**config.mk**
```make
export PLATFORM = sky130hd
export DESIGN_NAME = uif_core
export DESIGN_NICKNAME = d
export VERILOG_FILES = /design/src/design/uif_pkg.sv /design/src/design/uif_core.sv /design/src/design/uif_fmt_decode.sv
export SDC_FILE = /design/constraint.sdc
export NUM_CORES = 1
export LEC_CHECK = 0
export BUFFER_PORTS_ARGS = -buffer_cell sky130_fd_sc_hd__buf_2
export CAP_MARGIN = 20
export CORE_MARGIN = 1
export CORE_UTILIZATION = 45
export CTS_CLUSTER_SIZE = 30
export DETAILED_ROUTE_END_ITERATION = 6
export PLACE_DENSITY_LB_ADDON = 0.12
export SETUP_SLACK_MARGIN = 0.05
export SKIP_CTS_REPAIR_TIMING = 1
export SLEW_MARGIN = 20
export SYNTH_ARGS = -nofsm -noshare
export SYNTH_HDL_FRONTEND = slang
export SYNTH_SLANG_ARGS = --single-unit
export TNS_END_PERCENT = 1
```
**constraint.sdc**
```tcl
create_clock -name ref_clk -period 1.8 [get_ports ref_clk]
set_clock_uncertainty 0.15 [all_clocks]
set_input_delay 0.36 -clock ref_clk [delete_from_list [all_inputs] [get_ports ref_clk]]
set_output_delay 0.36 -clock ref_clk [all_outputs]
set_load 0.01 [all_outputs]
```
**src/design/uif_pkg.sv**
```systemverilog
/*
 * shared constants and types for the interrupt status and line format block.
 * assumes a 32-bit classic wishbone register bus and one 50 MHz clock.
 */
`default_nettype none
package uif_pkg;
    // register byte offsets
    localparam logic [7:0] UIF_OFS_STATUS = 8'h00;
    localparam logic [7:0] UIF_OFS_FORMAT = 8'h04;
    localparam logic [7:0] UIF_OFS_CTL    = 8'h08;
    localparam logic [7:0] UIF_OFS_HOLD   = 8'h0C;
    // reset values
    localparam logic [7:0] UIF_FORMAT_RST = 8'h00;
    localparam logic [7:0] UIF_CTL_RST    = 8'h00;
    localparam logic [7:0] UIF_HOLD_RST   = 8'h00;
    // field positions
    localparam int UIF_FMT_DLAB    = 7;
    localparam int UIF_FMT_BRK     = 6;
    localparam int UIF_FMT_STOP    = 2;
    localparam int UIF_CTL_FIFO_EN = 0;
    localparam int UIF_CTL_ENH_EN  = 4;
    // status codes on bits 5:0
    localparam logic [5:0] UIF_CODE_NONE  = 6'h01;
    localparam logic [5:0] UIF_CODE_LINE  = 6'h06;
    localparam logic [5:0] UIF_CODE_RXDAT = 6'h04;
    localparam logic [5:0] UIF_CODE_RXTO  = 6'h0C;
    localparam logic [5:0] UIF_CODE_THRE  = 6'h02;
    localparam logic [5:0] UIF_CODE_MODEM = 6'h00;
    localparam logic [5:0] UIF_CODE_XOFF  = 6'h10;
    localparam logic [5:0] UIF_CODE_FLOW  = 6'h20;
    // stop length in half bit times
    localparam logic [2:0] UIF_STOP_ONE      = 3'h2;
    localparam logic [2:0] UIF_STOP_ONE_HALF = 3'h3;
    localparam logic [2:0] UIF_STOP_TWO      = 3'h4;
    localparam logic [3:0] UIF_WORD_BASE     = 4'h5;

    typedef enum logic [2:0] {
        UIF_LVL_NONE  = 3'b000,
        UIF_LVL_LINE  = 3'b001,
        UIF_LVL_RXDAT = 3'b010,
        UIF_LVL_RXTO  = 3'b011,
        UIF_LVL_THRE  = 3'b100,
        UIF_LVL_MODEM = 3'b101,
        UIF_LVL_XOFF  = 3'b110,
        UIF_LVL_FLOW  = 3'b111
    } uif_level_t;

    typedef enum logic [2:0] {
        UIF_PAR_NONE  = 3'b000,
        UIF_PAR_ODD   = 3'b001,
        UIF_PAR_EVEN  = 3'b010,
        UIF_PAR_MARK  = 3'b011,
        UIF_PAR_SPACE = 3'b100
    } uif_parity_t;

    typedef struct packed {
        logic line_status;
        logic rx_ready;
        logic rx_timeout;
        logic modem;
        logic special_char;
    } uif_src_t;

    typedef struct packed {
        logic        dlab;
        logic        brk;
        uif_parity_t parity;
        logic [2:0]  stop_halves;
        logic [3:0]  word_bits;
    } uif_fmt_t;
endpackage : uif_pkg
`default_nettype wire

```
**src/design/uif_core.sv**
```systemverilog
/*
 * prioritized interrupt status and line format control with a wishbone slave.
 * assumes source levels and event pulses come from the rest of the uart,
 * all synchronous to ref_clk.
 */
// Decided for this implementation: the Wishbone register port and the register offsets.
// Functional notes
// status read returns code of highest pending interrupt in bits 5:0
// pending interrupt holds; lower level shows only after service and re-read
// line status is level 1, code bits 2 and 1 set
// data ready level 2 code 04; receive timeout level 2 code 0C
// transmit empty level 3 code 02; modem status level 4 code 00
// xoff or special character level 5 code 10; flow change level 6 code 20
// bits 7:6 read one when fifos enabled, zero otherwise, default zero
// bits 5:4 reported only while enhanced enable is set
// xoff status stays set until a matching xon arrives
// bits 3:1 name source at levels 1 to 3, default zero
// bit 0 low while pending, one when idle and after reset
// format bit 7 enables divisor latch and enhanced register entry
// format bit 6 forces serial output low until cleared
// bit 3 clear no parity; 001 odd; 011 even
// pattern 111 forces parity bit to zero
// stop select gives 1, 1.5 for five bits, or 2 stop bits
// bits 1:0 give word length five to eight
// pattern 101 forces parity to one, odd uses 001
// transmit empty clears on status read or holding register write
// fifo enable bit selects fifo mode and drives fifo status bits
`timescale 1ns/100ps
`default_nettype none
module uif_core
    import uif_pkg::*;
(
    input  wire logic        ref_clk,
    input  wire logic        reset_n,
    input  wire logic [7:0]  wb_adr_i,
    input  wire logic [31:0] wb_dat_i,
    input  wire logic [3:0]  wb_sel_i,
    input  wire logic        wb_we_i,
    input  wire logic        wb_cyc_i,
    input  wire logic        wb_stb_i,
    output var  logic [31:0] wb_dat_o,
    output var  logic        wb_ack_o,
    input  wire uif_src_t    src_i,
    input  wire logic        tx_empty_evt_i,
    input  wire logic        xoff_evt_i,
    input  wire logic        xon_evt_i,
    input  wire logic        flow_evt_i,
    input  wire logic        tx_serial_i,
    output var  logic        tx_line_o,
    output var  uif_fmt_t    fmt_o,
    output var  logic        fifo_enable_o,
    output var  logic        enh_gate_o,
    output var  logic [7:0]  hold_data_o,
    output var  logic        hold_load_o
);
    logic [7:0]  serial_line_format_control_r;
    logic [7:0]  ctl_r;
    logic        ack_r;
    logic [31:0] dat_r;
    logic [7:0]  transmit_holding_reg_r;
    logic        hold_load_r;
    logic        thre_r;
    logic        xoff_r;
    logic        flow_r;
    logic        tx_line_r;
    uif_level_t  cur_r;
    uif_level_t  cur_nxt;
    uif_level_t  best;
    logic        req;
    logic        take;
    logic        wr_take;
    logic        rd_take;
    logic        enh_on;
    logic        hold_take;
    logic [7:0]  interrupt_source_status;
    logic [5:0]  status_code;

    assign req      = wb_cyc_i && wb_stb_i;
    assign take     = req && ack_r;
    assign wr_take  = take && wb_we_i && wb_sel_i[0];
    assign rd_take   = take && !wb_we_i && wb_adr_i == UIF_OFS_STATUS;
    assign hold_take = wr_take && wb_adr_i == UIF_OFS_HOLD;
    assign enh_on    = ctl_r[UIF_CTL_ENH_EN];

    assign wb_ack_o      = ack_r;
    assign wb_dat_o      = dat_r;
    assign tx_line_o     = tx_line_r;
    assign fifo_enable_o = ctl_r[UIF_CTL_FIFO_EN];
    assign enh_gate_o    = serial_line_format_control_r[UIF_FMT_DLAB];
    assign hold_data_o   = transmit_holding_reg_r;
    assign hold_load_o   = hold_load_r;

    function automatic logic lvl_active(input uif_level_t l);
        case (l)
            UIF_LVL_LINE:  lvl_active = src_i.line_status;
            UIF_LVL_RXDAT: lvl_active = src_i.rx_ready;
            UIF_LVL_RXTO:  lvl_active = src_i.rx_timeout;
            UIF_LVL_THRE:  lvl_active = thre_r;
            UIF_LVL_MODEM: lvl_active = src_i.modem;
            // enhanced sources gated
            UIF_LVL_XOFF:  lvl_active = enh_on && (xoff_r || src_i.special_char);
            UIF_LVL_FLOW:  lvl_active = enh_on && flow_r;
            default:       lvl_active = 1'b0;
        endcase
    endfunction

    // highest pending level wins
    always_comb begin
        best = UIF_LVL_NONE;
        for (int i = 7; i >= 1; i--) begin
            if (lvl_active(uif_level_t'(i[2:0]))) begin
                best = uif_level_t'(i[2:0]);
            end
        end
    end

    // hold current level while its source stands
    always_comb begin
        cur_nxt = cur_r;
        if (!lvl_active(cur_r)) begin
            cur_nxt = best;
        end
    end

    always_ff @(posedge ref_clk) begin
        if (!reset_n) begin
            cur_r <= UIF_LVL_NONE;
        end else begin
            cur_r <= cur_nxt;
        end
    end

    always_comb begin
        case (cur_r)
            // line status code
            UIF_LVL_LINE:  status_code = UIF_CODE_LINE;
            // receive codes
            UIF_LVL_RXDAT: status_code = UIF_CODE_RXDAT;
            UIF_LVL_RXTO:  status_code = UIF_CODE_RXTO;
            // transmit and modem codes
            UIF_LVL_THRE:  status_code = UIF_CODE_THRE;
            UIF_LVL_MODEM: status_code = UIF_CODE_MODEM;
            // enhanced codes
            UIF_LVL_XOFF:  status_code = UIF_CODE_XOFF;
            UIF_LVL_FLOW:  status_code = UIF_CODE_FLOW;
            // idle reads bit 0 high
            default:       status_code = UIF_CODE_NONE;
        endcase
    end

    // fifo status bits
    // follow fifo enable
    assign interrupt_source_status = {{2{ctl_r[UIF_CTL_FIFO_EN]}}, status_code};

    // bus answer one cycle after the request, dropped the next cycle
    always_ff @(posedge ref_clk) begin
        if (!reset_n) begin
            ack_r <= 1'b0;
        end else begin
            ack_r <= req && !ack_r;
        end
    end

    always_ff @(posedge ref_clk) begin
        if (!reset_n) begin
            dat_r <= 32'h0000_0000;
        end else if (req && !ack_r) begin
            case (wb_adr_i)
                // source bits via code
                UIF_OFS_STATUS: dat_r <= {24'h00_0000, interrupt_source_status};
                UIF_OFS_FORMAT: dat_r <= {24'h00_0000, serial_line_format_control_r};
                UIF_OFS_CTL:    dat_r <= {24'h00_0000, ctl_r};
                default:        dat_r <= 32'h0000_0000;
            endcase
        end
    end

    // divisor latch and enhanced entry bit
    always_ff @(posedge ref_clk) begin
        if (!reset_n) begin
            serial_line_format_control_r <= UIF_FORMAT_RST;
        end else if (wr_take && wb_adr_i == UIF_OFS_FORMAT) begin
            serial_line_format_control_r <= wb_dat_i[7:0];
        end
    end

    always_ff @(posedge ref_clk) begin
        if (!reset_n) begin
            ctl_r <= UIF_CTL_RST;
        end else if (wr_take && wb_adr_i == UIF_OFS_CTL) begin
            ctl_r <= wb_dat_i[7:0] & 8'h11;
        end
    end

    always_ff @(posedge ref_clk) begin
        if (!reset_n) begin
            transmit_holding_reg_r <= UIF_HOLD_RST;
            hold_load_r            <= 1'b0;
        end else begin
            hold_load_r <= hold_take;
            if (hold_take) begin
                transmit_holding_reg_r <= wb_dat_i[7:0];
            end
        end
    end

    // transmit empty set wins over clear
    always_ff @(posedge ref_clk) begin
        if (!reset_n) begin
            thre_r <= 1'b0;
        end else if (tx_empty_evt_i) begin
            thre_r <= 1'b1;
        end else if (hold_take || (rd_take && cur_r == UIF_LVL_THRE)) begin
            thre_r <= 1'b0;
        end
    end

    // xoff held until xon
    always_ff @(posedge ref_clk) begin
        if (!reset_n) begin
            xoff_r <= 1'b0;
        end else if (xoff_evt_i) begin
            xoff_r <= 1'b1;
        end else if (xon_evt_i) begin
            xoff_r <= 1'b0;
        end
    end

    always_ff @(posedge ref_clk) begin
        if (!reset_n) begin
            flow_r <= 1'b0;
        end else if (flow_evt_i) begin
            flow_r <= 1'b1;
        end else if (rd_take && cur_r == UIF_LVL_FLOW) begin
            flow_r <= 1'b0;
        end
    end

    // break forces line low
    always_ff @(posedge ref_clk) begin
        if (!reset_n) begin
            tx_line_r <= 1'b1;
        end else begin
            tx_line_r <= serial_line_format_control_r[UIF_FMT_BRK] ? 1'b0 : tx_serial_i;
        end
    end

    uif_fmt_decode u_fmt (
        .ref_clk (ref_clk),
        .reset_n (reset_n),
        .fmt_byte(serial_line_format_control_r),
        .fmt_r   (fmt_o)
    );
endmodule : uif_core
`default_nettype wire

```
**src/design/uif_fmt_decode.sv**
```systemverilog
/*
 * decodes the line format control byte into a registered format struct.
 * assumes the byte comes from a register in the same clock domain.
 */
`timescale 1ns/100ps
`default_nettype none
module uif_fmt_decode
    import uif_pkg::*;
(
    input  wire logic       ref_clk,
    input  wire logic       reset_n,
    input  wire logic [7:0] fmt_byte,
    output var  uif_fmt_t   fmt_r
);
    uif_fmt_t fmt_nxt;

    always_comb begin
        fmt_nxt       = '0;
        // latch access bit
        fmt_nxt.dlab  = fmt_byte[UIF_FMT_DLAB];
        fmt_nxt.brk   = fmt_byte[UIF_FMT_BRK];
        // word length
        fmt_nxt.word_bits = UIF_WORD_BASE + {2'h0, fmt_byte[1:0]};
        // stop length
        if (!fmt_byte[UIF_FMT_STOP]) begin
            fmt_nxt.stop_halves = UIF_STOP_ONE;
        end else if (fmt_byte[1:0] == 2'h0) begin
            fmt_nxt.stop_halves = UIF_STOP_ONE_HALF;
        end else begin
            fmt_nxt.stop_halves = UIF_STOP_TWO;
        end
        // parity select
        case (fmt_byte[5:3])
            3'h1: fmt_nxt.parity = UIF_PAR_ODD;
            3'h3: fmt_nxt.parity = UIF_PAR_EVEN;
            // stick one
            3'h5: fmt_nxt.parity = UIF_PAR_MARK;
            // stick zero
            3'h7: fmt_nxt.parity = UIF_PAR_SPACE;
            default: fmt_nxt.parity = UIF_PAR_NONE;
        endcase
    end

    always_ff @(posedge ref_clk) begin
        if (!reset_n) begin
            fmt_r <= '0;
            fmt_r.word_bits <= UIF_WORD_BASE;
            fmt_r.stop_halves <= UIF_STOP_ONE;
        end else begin
            fmt_r <= fmt_nxt;
        end
    end
endmodule : uif_fmt_decode
`default_nettype wire

```
==> impl_metrics.csv, run 1 <==
group,metric,value,unit
outcome,status,"finished clean",
setup_path,path_class,"flip-flop to flip-flop",
placed_design,gp_congestion,0.810,
synth,netlist_area,0.00221,mm^2
global_routing,grt_max_degree,29,
pwr,peakVddDrop,0.000392,V
drt,dr_total_vias,1734,
pwr,seq_power_share,53.9,%
setup_path,startpoint_type,"flip-flop",
drt,drtIter0Drc,55,
setup_path,crit_path_end,"cur_r[2]$_SDFFE_PN0N_",
drt,via_per_inst,4.60,
synth,yosys_warnings,0,
clock_network,ctsHtreeMaxLevel,2,
global_routing,grt_remaining_overflow,0,
final_layout,fin_nets,371,
setup_path,critPathMaxFanout,6,
timing,slew_viol_final,0,
timing,hold_viol_final,0,
drt,finalWirelength,4330,um
synth,ys_types,52,
timing,min_period_over_period,88.7,%
setup_path,rr_endpoint,"cur_r[2]$_SDFFE_PN0N_",
placed_design,dp_hpwl,3290,um
drt,ant_nets,0,
synth,synthCells,236,
synth,ys.flop_type,"dfxtp_1",
die,io_pins,116,
synth,yosysSeqAreaShare,42.5,%
global_routing,grtUsageTotal,16.9,%
setup_path,required,1860,ps
timing,max_freq,626,MHz
setup_path,setup.worst_path.start,"ctl_r[4]$_SDFFE_PN0P_",
setup_path,cp_cell_sequence,"o21ai_1, mux4_2, or2_0, a31oi_1",
final_layout,layout_common_cells,"64 x buf_2, 44 x dfxtp_1, 31 x nor2_1",
die,initial_core_util,46.8,%
timing,hold_ws,124,ps
clock_network,cts_tree,"yes",
synth,async_flop_share,0,%
setup_path,critPathTopFamily,"multiplexers",
synth,ys_ff_latch,47,
drt,drt-pass1-iter-count,4,
drt,wl_per_cell,11.5,um
clock_network,ctsLongestPathBuffers,2,
flow_run,cap_violations,0,
placed_design,port_buffers,64,
die,die_y,72.1,um
die,coreArea,0.00472,mm^2
setup_path,slowest_stage,"mux4_2",
timing,timing.final.crit_period,1600,ps
timing,rsz0062_at_grt,"no",
setup_path,rr_startpoint,"ctl_r[4]$_SDFFE_PN0P_",
setup_path,r2r_cells,4,
global_routing,antenna_found_initial,0,
setup_path,critPathMaxStageDelay,490,ps
final_layout,final_common_cell,"buf_2",
setup_path,path_buf_inv,0,
pwr,power.internal,1530,uW
clock_network,clock_sinks,47,
die,die_w,72.1,um
pwr,p_sw,518,uW
setup_path,rrSetupSlack,200,ps
setup_path,cp.depth,4,
final_layout,diodes,0,
final_layout,fillCellCount,444,
die,die_area,0.00520,mm^2
pwr,clkPwrFrac,30.3,%
global_routing,grt_pass1_wl,6860,um
die,placementRows,25,
final_layout,area_growth,19.5,%
clock_network,cts_root_buf,"clkbuf_8",
pwr,p_per_area,773,mW/mm^2
clock_network,insertion_delay,280,ps
synth,avgSynthCellArea,9.37,um^2
pwr,sw_frac_of_total,25.4,%
pwr,comb_power_share,15.8,%
drt,drc,0,
clock_network,numCtsBuffers,5,
global_routing,grt_pass1_vias,1487,
pwr,leakage,0.00129,uW
setup_path,cp.arrival,1660,ps
timing,setup_viol,0,
pwr,power.total,2040,uW
min_path,hp-class,"input pin to flip-flop",
final_layout,drive_gt1_share,31.3,%
clock_network,clk_pin_slew,80,ps
synth,synth-edff-count,0,
setup_path,setup.worst_path.end_class,"flip-flop",
-- tightest hold or removal path, cell delays in order --
cell     delay (ps)
buf_2            70
nand2_1          40
o41ai_1          50
-- per-layer routing --
layer	part of all wire (%)	global-route usage [%]	wire length (um)
met1	48	22.6	2090
met2	47	27.2	2030
met3	4.1	3.61	179
met4	0.65	5.88	28
met5	0	0	0
-- synthesized netlist by cell type, types with 2 or more instances --
| library cell | number | area (um^2) |
|---|---|---|
| a21o_1 | 2 | 15.0 |
| a21oi_1 | 10 | 50.1 |
| a2bb2oi_1 | 3 | 26.3 |
| a31oi_1 | 2 | 12.5 |
| and2_1 | 6 | 37.5 |
| and3_1 | 2 | 12.5 |
| and3b_2 | 2 | 20.0 |
| and4_1 | 2 | 17.5 |
| and4b_1 | 2 | 20.0 |
| buf_4 | 25 | 188 |
| buf_6 | 5 | 56.3 |
| clkbuf_1 | 3 | 11.3 |
| dfxtp_1 | 47 | 941 |
| ha_1 | 2 | 25.0 |
| inv_1 | 11 | 41.3 |
| mux2i_1 | 20 | 200 |
| nand2_1 | 18 | 67.6 |
| nand2b_1 | 2 | 12.5 |
| nand4_1 | 2 | 12.5 |
| nor2_1 | 31 | 116 |
| nor3_1 | 2 | 10.0 |
| o2111ai_1 | 2 | 17.5 |
| o21ai_0 | 6 | 30.0 |
-- stage by stage --
stage | area, um^2 | utilization (%) | setup TNS [ps] | worst slack [ps] | instances
after floorplan | 2300 | - | 0 | 159 | 259
after global placement | 2550 | 54.0 | -27.1 | -10.2 | 370
after detailed placement | 2550 | 54.0 | -128 | -27.5 | 370
after CTS | 2640 | 55.9 | 0 | 115 | 377
after global routing | 2640 | 55.9 | 0 | 72.2 | 377
final | 2640 | 55.9 | 0 | 203 | 377
-- cell families after synthesis --
family / synth area share, %
AND/OR/NAND/NOR: 21.0
flip-flops: 42.5
buffers and inverters: 14.0
AO/OA/AOI/OAI: 9.73
multiplexers: 10.6
adder cells (fa/ha/maj): 1.13
XOR/XNOR: 0.792
other: 0.170
-- how the worst min path moves through the flow --
stage / cells past startpoint / slack (ps) / start / end
6_report: 3 / 120 / tx_empty_evt_i / thre_r$_SDFFE_PN0P_
5_1_grt: 3 / 120 / tx_empty_evt_i / thre_r$_SDFFE_PN0P_
4_1_cts: 3 / 120 / tx_empty_evt_i / thre_r$_SDFFE_PN0P_
3_5_place_dp: 2 / 290 / wb_dat_o[0]$_SDFFE_PN0P_ / wb_dat_o[0]$_SDFFE_PN0P_
3_3_place_gp: 2 / 290 / wb_dat_o[4]$_SDFFE_PN0P_ / wb_dat_o[4]$_SDFFE_PN0P_
2_1_floorplan: 1 / 250 / serial_line_format_control_r[0]$_SDFFE_PN0P_ / u_fmt.fmt_r[0]$_SDFF_PN1_
-- sequential cells by signal, summed over array words and instances (netlist names) --
signal / flops
flow_r: 1
thre_r: 1
hold_data_o: 8
serial_line_format_control_r: 8
u_fmt.fmt_r: 12
hold_load_o: 1
wb_dat_o: 8
ctl_r: 2
xoff_r: 1
wb_ack_o: 1
cur_r: 3
tx_line_o: 1
-- power by group through the flow --
| stage | registers (uW) | logic [uW] | clock network [uW] |
|---|---|---|---|
| floorplan | 1110 | 302 | 0 |
| global placement | 1120 | 321 | 0 |
| detailed placement | 1130 | 321 | 0 |
| CTS | 1100 | 323 | 648 |
| global route | 1110 | 363 | 674 |
| finish | 1100 | 322 | 619 |
-- cell type report --
type,count,area [um^2],share of cell area (%)
multi-input cells,167,1050,39.6
flip-flops and latches,47,945,35.7
repair buffers,78,438,16.6
well taps,67,83.8,3.17
clock buffers,6,82.6,3.13
inverters,11,41.3,1.56
clock inverters,1,5.00,0.189
Power figures use the tool's default switching activity.
==> run 2, diff against run 1 <==
--- a/config.mk
+++ b/config.mk
@@ -5,12 +5,12 @@
 export SDC_FILE = /design/constraint.sdc
 export NUM_CORES = 1
 export LEC_CHECK = 0
-export BUFFER_PORTS_ARGS = -buffer_cell sky130_fd_sc_hd__buf_2
 export CAP_MARGIN = 20
 export CORE_MARGIN = 1
 export CORE_UTILIZATION = 45
 export CTS_CLUSTER_SIZE = 30
 export DETAILED_ROUTE_END_ITERATION = 6
+export DONT_BUFFER_PORTS = 1
 export PLACE_DENSITY_LB_ADDON = 0.12
 export SETUP_SLACK_MARGIN = 0.05
 export SKIP_CTS_REPAIR_TIMING = 1
==> run 2 against run 1 <==
Clock power rose by 7.3%. Cell count decreased by 18%. Largest cell class unchanged. Non-clock buffer count fell by 69. Largest power group unchanged. Worst hold slack worse by 94 ps. Final area is 13% lower. Sequential share of layout area rose by 5.1 points. Utilization shrank 7.0 points.
==> impl_metrics.csv, run 2 (synthesized netlist as in run 1, its figures left out) <==
group,metric,value,unit
drt,finalWirelength,4280,um
global_routing,grt_pass1_wl,6970,um
global_routing,antenna_found_initial,0,
final_layout,fin_util,48.9,%
final_layout,final_common_cell,"dfxtp_1",
global_routing,grtUsageTotal,17.6,%
setup_path,startpoint_type,"flip-flop",
die,die_w,72.1,um
drt,dr_total_vias,1519,
final_layout,diodes,0,
final_layout,area_growth,4.47,%
clock_network,ctsHtreeMaxLevel,2,
global_routing,grt_pass1_vias,1443,
drt,via_per_inst,4.92,
pwr,seq_power_share,53.9,%
placed_design,place_inst,300,
final_layout,drive_gt1_share,11.6,%
final_layout,layout_common_cells,"44 x dfxtp_1, 31 x nor2_1, 24 x conb_1",
outcome,status,"finished clean",
min_path,hp-class,"input pin to flip-flop",
clock_network,clock_sinks,47,
timing,hold_viol_final,0,
pwr,p_per_area,884,mW/mm^2
pwr,p_sw,530,uW
timing,setup_tns,0,ps
die,die_area,0.00520,mm^2
setup_path,setup.worst_path.end_class,"flip-flop",
pwr,sw_frac_of_total,25.9,%
setup_path,critPathMaxFanout,6,
pwr,clkPwrFrac,32.5,%
final_layout,largest_register_ffs,12,
timing,rsz0062_at_grt,"yes",
drt,drt-pass1-iter-count,4,
final_layout,fin_nets,302,
clock_network,cts_root_buf,"clkbuf_8",
global_routing,grt_max_degree,26,
min_path,hp-start,"tx_empty_evt_i",
die,placementRows,25,
global_routing,grt_remaining_overflow,0,
clock_network,ctsLongestPathBuffers,2,
die,coreArea,0.00472,mm^2
clock_network,insertion_delay,290,ps
setup_path,path_class,"flip-flop to flip-flop",
setup_path,rr_startpoint,"ctl_r[4]$_SDFFE_PN0P_",
setup_path,setup.worst_path.start,"ctl_r[4]$_SDFFE_PN0P_",
drt,wl_per_cell,13.9,um
timing,timing.final.crit_period,1620,ps
die,die_y,72.1,um
placed_design,dp_hpwl,3160,um
timing,min_period_over_period,90.3,%
pwr,peakVddDrop,0.000388,V
timing,slew_viol_final,0,
pwr,leakage,0.000981,uW
timing,max_freq,616,MHz
pwr,power.internal,1510,uW
timing,hold_ws,30.0,ps
drt,drtIter0Drc,45,
clock_network,clk_pin_slew,90,ps
clock_network,cts_tree,"yes",
setup_path,cp.arrival,1640,ps
pwr,power.total,2040,uW
die,io_pins,116,
timing,setup_viol,0,
drt,ant_nets,0,
clock_network,numCtsBuffers,5,
flow_run,cap_violations,0,
placed_design,port_buffers,0,
final_layout,regMostFlops,"u_fmt.fmt_r",
final_layout,fin_cells,309,
drt,drc,0,
die,initial_core_util,46.8,%
setup_path,required,1810,ps
pwr,comb_power_share,13.6,%
placed_design,gp_congestion,0.742,
run 2: cell count changes in the layout (fill, tap and decap cells not counted), sizes merged:
cell | previous run | this run
buf | 78 | 8
dlygate4sd3 | 0 | 1
clkinvlp | 0 | 1
run 2: metal layers:
layer | routed length [um] | vias to the layer above | GRT usage, %
met5 | 0 | - | 0
met4 | 22 | 0 | 5.23
met3 | 353 | 4 | 6.25
met2 | 1960 | 56 | 27.5
met1 | 1950 | 684 | 22.8
li1 | - | 775 | -
run 2: worst paths after layout:
check / cells past startpoint / slack, ps / to
worst min-delay path: 2 / 30 / thre_r$_SDFFE_PN0P_
worst max-delay path: 4 / 180 / cur_r[1]$_SDFFE_PN0N_
worst min register to register: 1 / 340 / u_fmt.fmt_r[0]$_SDFF_PN1_
worst max register to register: 4 / 180 / cur_r[1]$_SDFFE_PN0N_
run 2: power by group through the flow:
stage / combinational (uW) / sequential [uW] / clock (uW)
finish: 277 / 1100 / 664
detailed placement: 271 / 1130 / 0
global placement: 266 / 1120 / 0
floorplan: 302 / 1110 / 0
CTS: 272 / 1100 / 697
global route: 310 / 1110 / 746
run 2: critical path, stage by stage, from the launching register on:
cell	delay (ps)
dfxtp_2	390
o21ai_1	80
mux4_2	510
a21o_1	240
mux2i_1	130
run 2: layout make-up:
class / instances / area (um^2)
clock inverter: 2 / 16.3
sequential: 47 / 945
tap: 67 / 83.8
clock buffer: 6 / 82.6
timing repair buffer: 9 / 95.1
inverter: 11 / 41.3
multi-input combinational: 167 / 1050
fill: 484 / 2410
run 2: metrics by stage:
step                      setup slack, ps  cell area (um^2)
final                                 175              2310
after global routing                 48.9              2310
after CTS                             121              2300
after detailed placement             99.8              2200
after global placement                113              2200
after floorplan                       159              2300
==> run 3, diff against run 2 <==
--- a/config.mk
+++ b/config.mk
@@ -6,6 +6,7 @@
 export NUM_CORES = 1
 export LEC_CHECK = 0
 export CAP_MARGIN = 20
+export CORE_ASPECT_RATIO = 0.7
 export CORE_MARGIN = 1
 export CORE_UTILIZATION = 45
 export CTS_CLUSTER_SIZE = 30
==> run 3 against run 2 <==
Wire length grew 1.8%. First-iteration DRC count grew 80%. Critical path depth shrank 1. Worst hold slack is essentially flat. Combinational power is essentially flat. Die area is essentially flat. Clock power grew 10%. Sequential share of layout area is essentially flat. Maximum frequency shrank 1.1%. Utilization grew 2.0 points. Critical endpoint unchanged.
==> impl_metrics.csv, run 3 (synthesized netlist as in run 1, its figures left out) <==
group,metric,value,unit
global_routing,use_met2,27.1,%
die,die_y,60.7,um
final_layout,fin_nets,303,
clock_network,ctsLongestPathBuffers,2,
setup_path,startpoint_type,"flip-flop",
pwr,leakage,0.000985,uW
setup_path,setup.worst_path.start,"cur_r[0]$_SDFFE_PN0N_",
timing,max_freq,609,MHz
final_layout,drive_gt1_share,10.3,%
drt,dr_total_vias,1537,
global_routing,grt_busiest_layer,"met2",
pwr,clkPwrFrac,34.8,%
timing,min_period_over_period,91.3,%
min_path,hp-start,"tx_empty_evt_i",
die,initial_core_util,48.8,%
pwr,power.internal,1600,uW
timing,setup_viol,0,
global_routing,grtUsageTotal,18.4,%
global_routing,grt_max_degree,21,
outcome,status,"finished clean",
timing,setup_tns,0,ps
pwr,sw_frac_of_total,23.9,%
clock_network,ctsHtreeMaxLevel,2,
placed_design,port_buffers,0,
drt,wl_per_cell,14.2,um
pwr,peakVddDrop,0.000364,V
die,coreArea,0.00453,mm^2
setup_path,slowest_stage,"mux4_2",
final_layout,regMostFlops,"u_fmt.fmt_r",
global_routing,grt_util_met3,6.39,%
drt,drc,0,
final_layout,layout_common_cells,"46 x dfxtp_1, 31 x nor2_1, 24 x conb_1",
clock_network,clk_pin_slew,80,ps
placed_design,gp_congestion,0.751,
setup_path,setup.worst_path.end_class,"flip-flop",
die,die_w,85.8,um
final_layout,fin_util,50.9,%
setup_path,cp.arrival,1660,ps
final_layout,diodes,0,
drt,finalWirelength,4360,um
clock_network,insertion_delay,290,ps
final_layout,postLayoutCellArea,0.00231,mm^2
setup_path,critPathMaxStageDelay,570,ps
placed_design,placed_cell_area,0.00219,mm^2
placed_design,dp_hpwl,3320,um
clock_network,clock_sinks,47,
global_routing,antenna_found_initial,0,
drt,drt-pass1-iter-count,4,
pwr,p_sw,504,uW
global_routing,grt_pass1_vias,1458,
die,die_area,0.00520,mm^2
setup_path,rr_startpoint,"cur_r[0]$_SDFFE_PN0N_",
timing,rsz0062_at_grt,"no",
setup_path,critPathMaxFanout,6,
global_routing,grt_pass1_wl,7140,um
pwr,seq_power_share,52.1,%
setup_path,cp_cell_sequence,"mux4_2, a21o_1, mux2i_1",
final_layout,area_growth,4.24,%
final_layout,largest_register_ffs,12,
drt,ant_nets,0,
pwr,comb_power_share,13.1,%
drt,via_per_inst,4.99,
final_layout,final_common_cell,"dfxtp_1",
die,io_pins,116,
global_routing,grt_remaining_overflow,0,
setup_path,path_class,"flip-flop to flip-flop",
drt,drtIter0Drc,81,
min_path,hp-class,"input pin to flip-flop",
timing,timing.final.crit_period,1640,ps
global_routing,grt_use_met1,25.3,%
clock_network,cts_root_buf,"clkbuf_8",
clock_network,cts_tree,"yes",
clock_network,numCtsBuffers,5,
die,placementRows,20,
pwr,p_per_area,913,mW/mm^2
timing,slew_viol_final,0,
timing,hold_viol_final,0,
setup_path,required,1820,ps
flow_run,cap_violations,0,
run 3: metrics by stage:
stage | total power, uW | cells | hold WS (ps) | setup slack, ps
floorplan | 1410 | 259 | 249 | 159
global placement | 1390 | 300 | 287 | 147
detailed placement | 1390 | 300 | 290 | 119
CTS | 2130 | 307 | -19.4 | 123
global route | 2230 | 308 | 17.2 | 66.0
finish | 2110 | 308 | 30.1 | 157
run 3: layout make-up:
type	instances	area (um^2)
fill	443	2220
clock buffer	6	72.6
tap	66	82.6
multi-input combinational	167	1050
inverter	11	41.3
sequential	47	942
clock inverter	1	30.0
timing repair buffer	10	90.1
run 3: worst max-delay path, delay by kind of cell, from the launching register on:
kind | cells | cell delay [ps]
flip-flops | 1 | 440
multiplexers | 2 | 690
AO/OA/AOI/OAI | 1 | 240
run 3: routing by layer:
layer	part of all wire (%)	wire [um]	up-vias
li1	-	-	771
met1	48	2100	700
met2	43	1860	61
met3	8.4	365	5
met4	0.85	37	0
met5	0	0	-
run 3: path summary, 6_finish.rpt:
| check | endpoint | cells after the start | slack (ps) |
|---|---|---|---|
| max | cur_r[1]$_SDFFE_PN0N_ | 3 | 160 |
| min | thre_r$_SDFFE_PN0P_ | 2 | 30 |
| max reg2reg | cur_r[1]$_SDFFE_PN0N_ | 3 | 160 |
| min reg2reg | u_fmt.fmt_r[0]$_SDFF_PN1_ | 1 | 330 |
run 3: power groups by stage:
stage	Clock, uW	Combinational, uW	Sequential, uW
2_1_floorplan	0	302	1110
3_3_place_gp	0	266	1120
3_5_place_dp	0	268	1120
4_1_cts	760	269	1100
5_1_grt	817	306	1100
6_report	733	275	1100
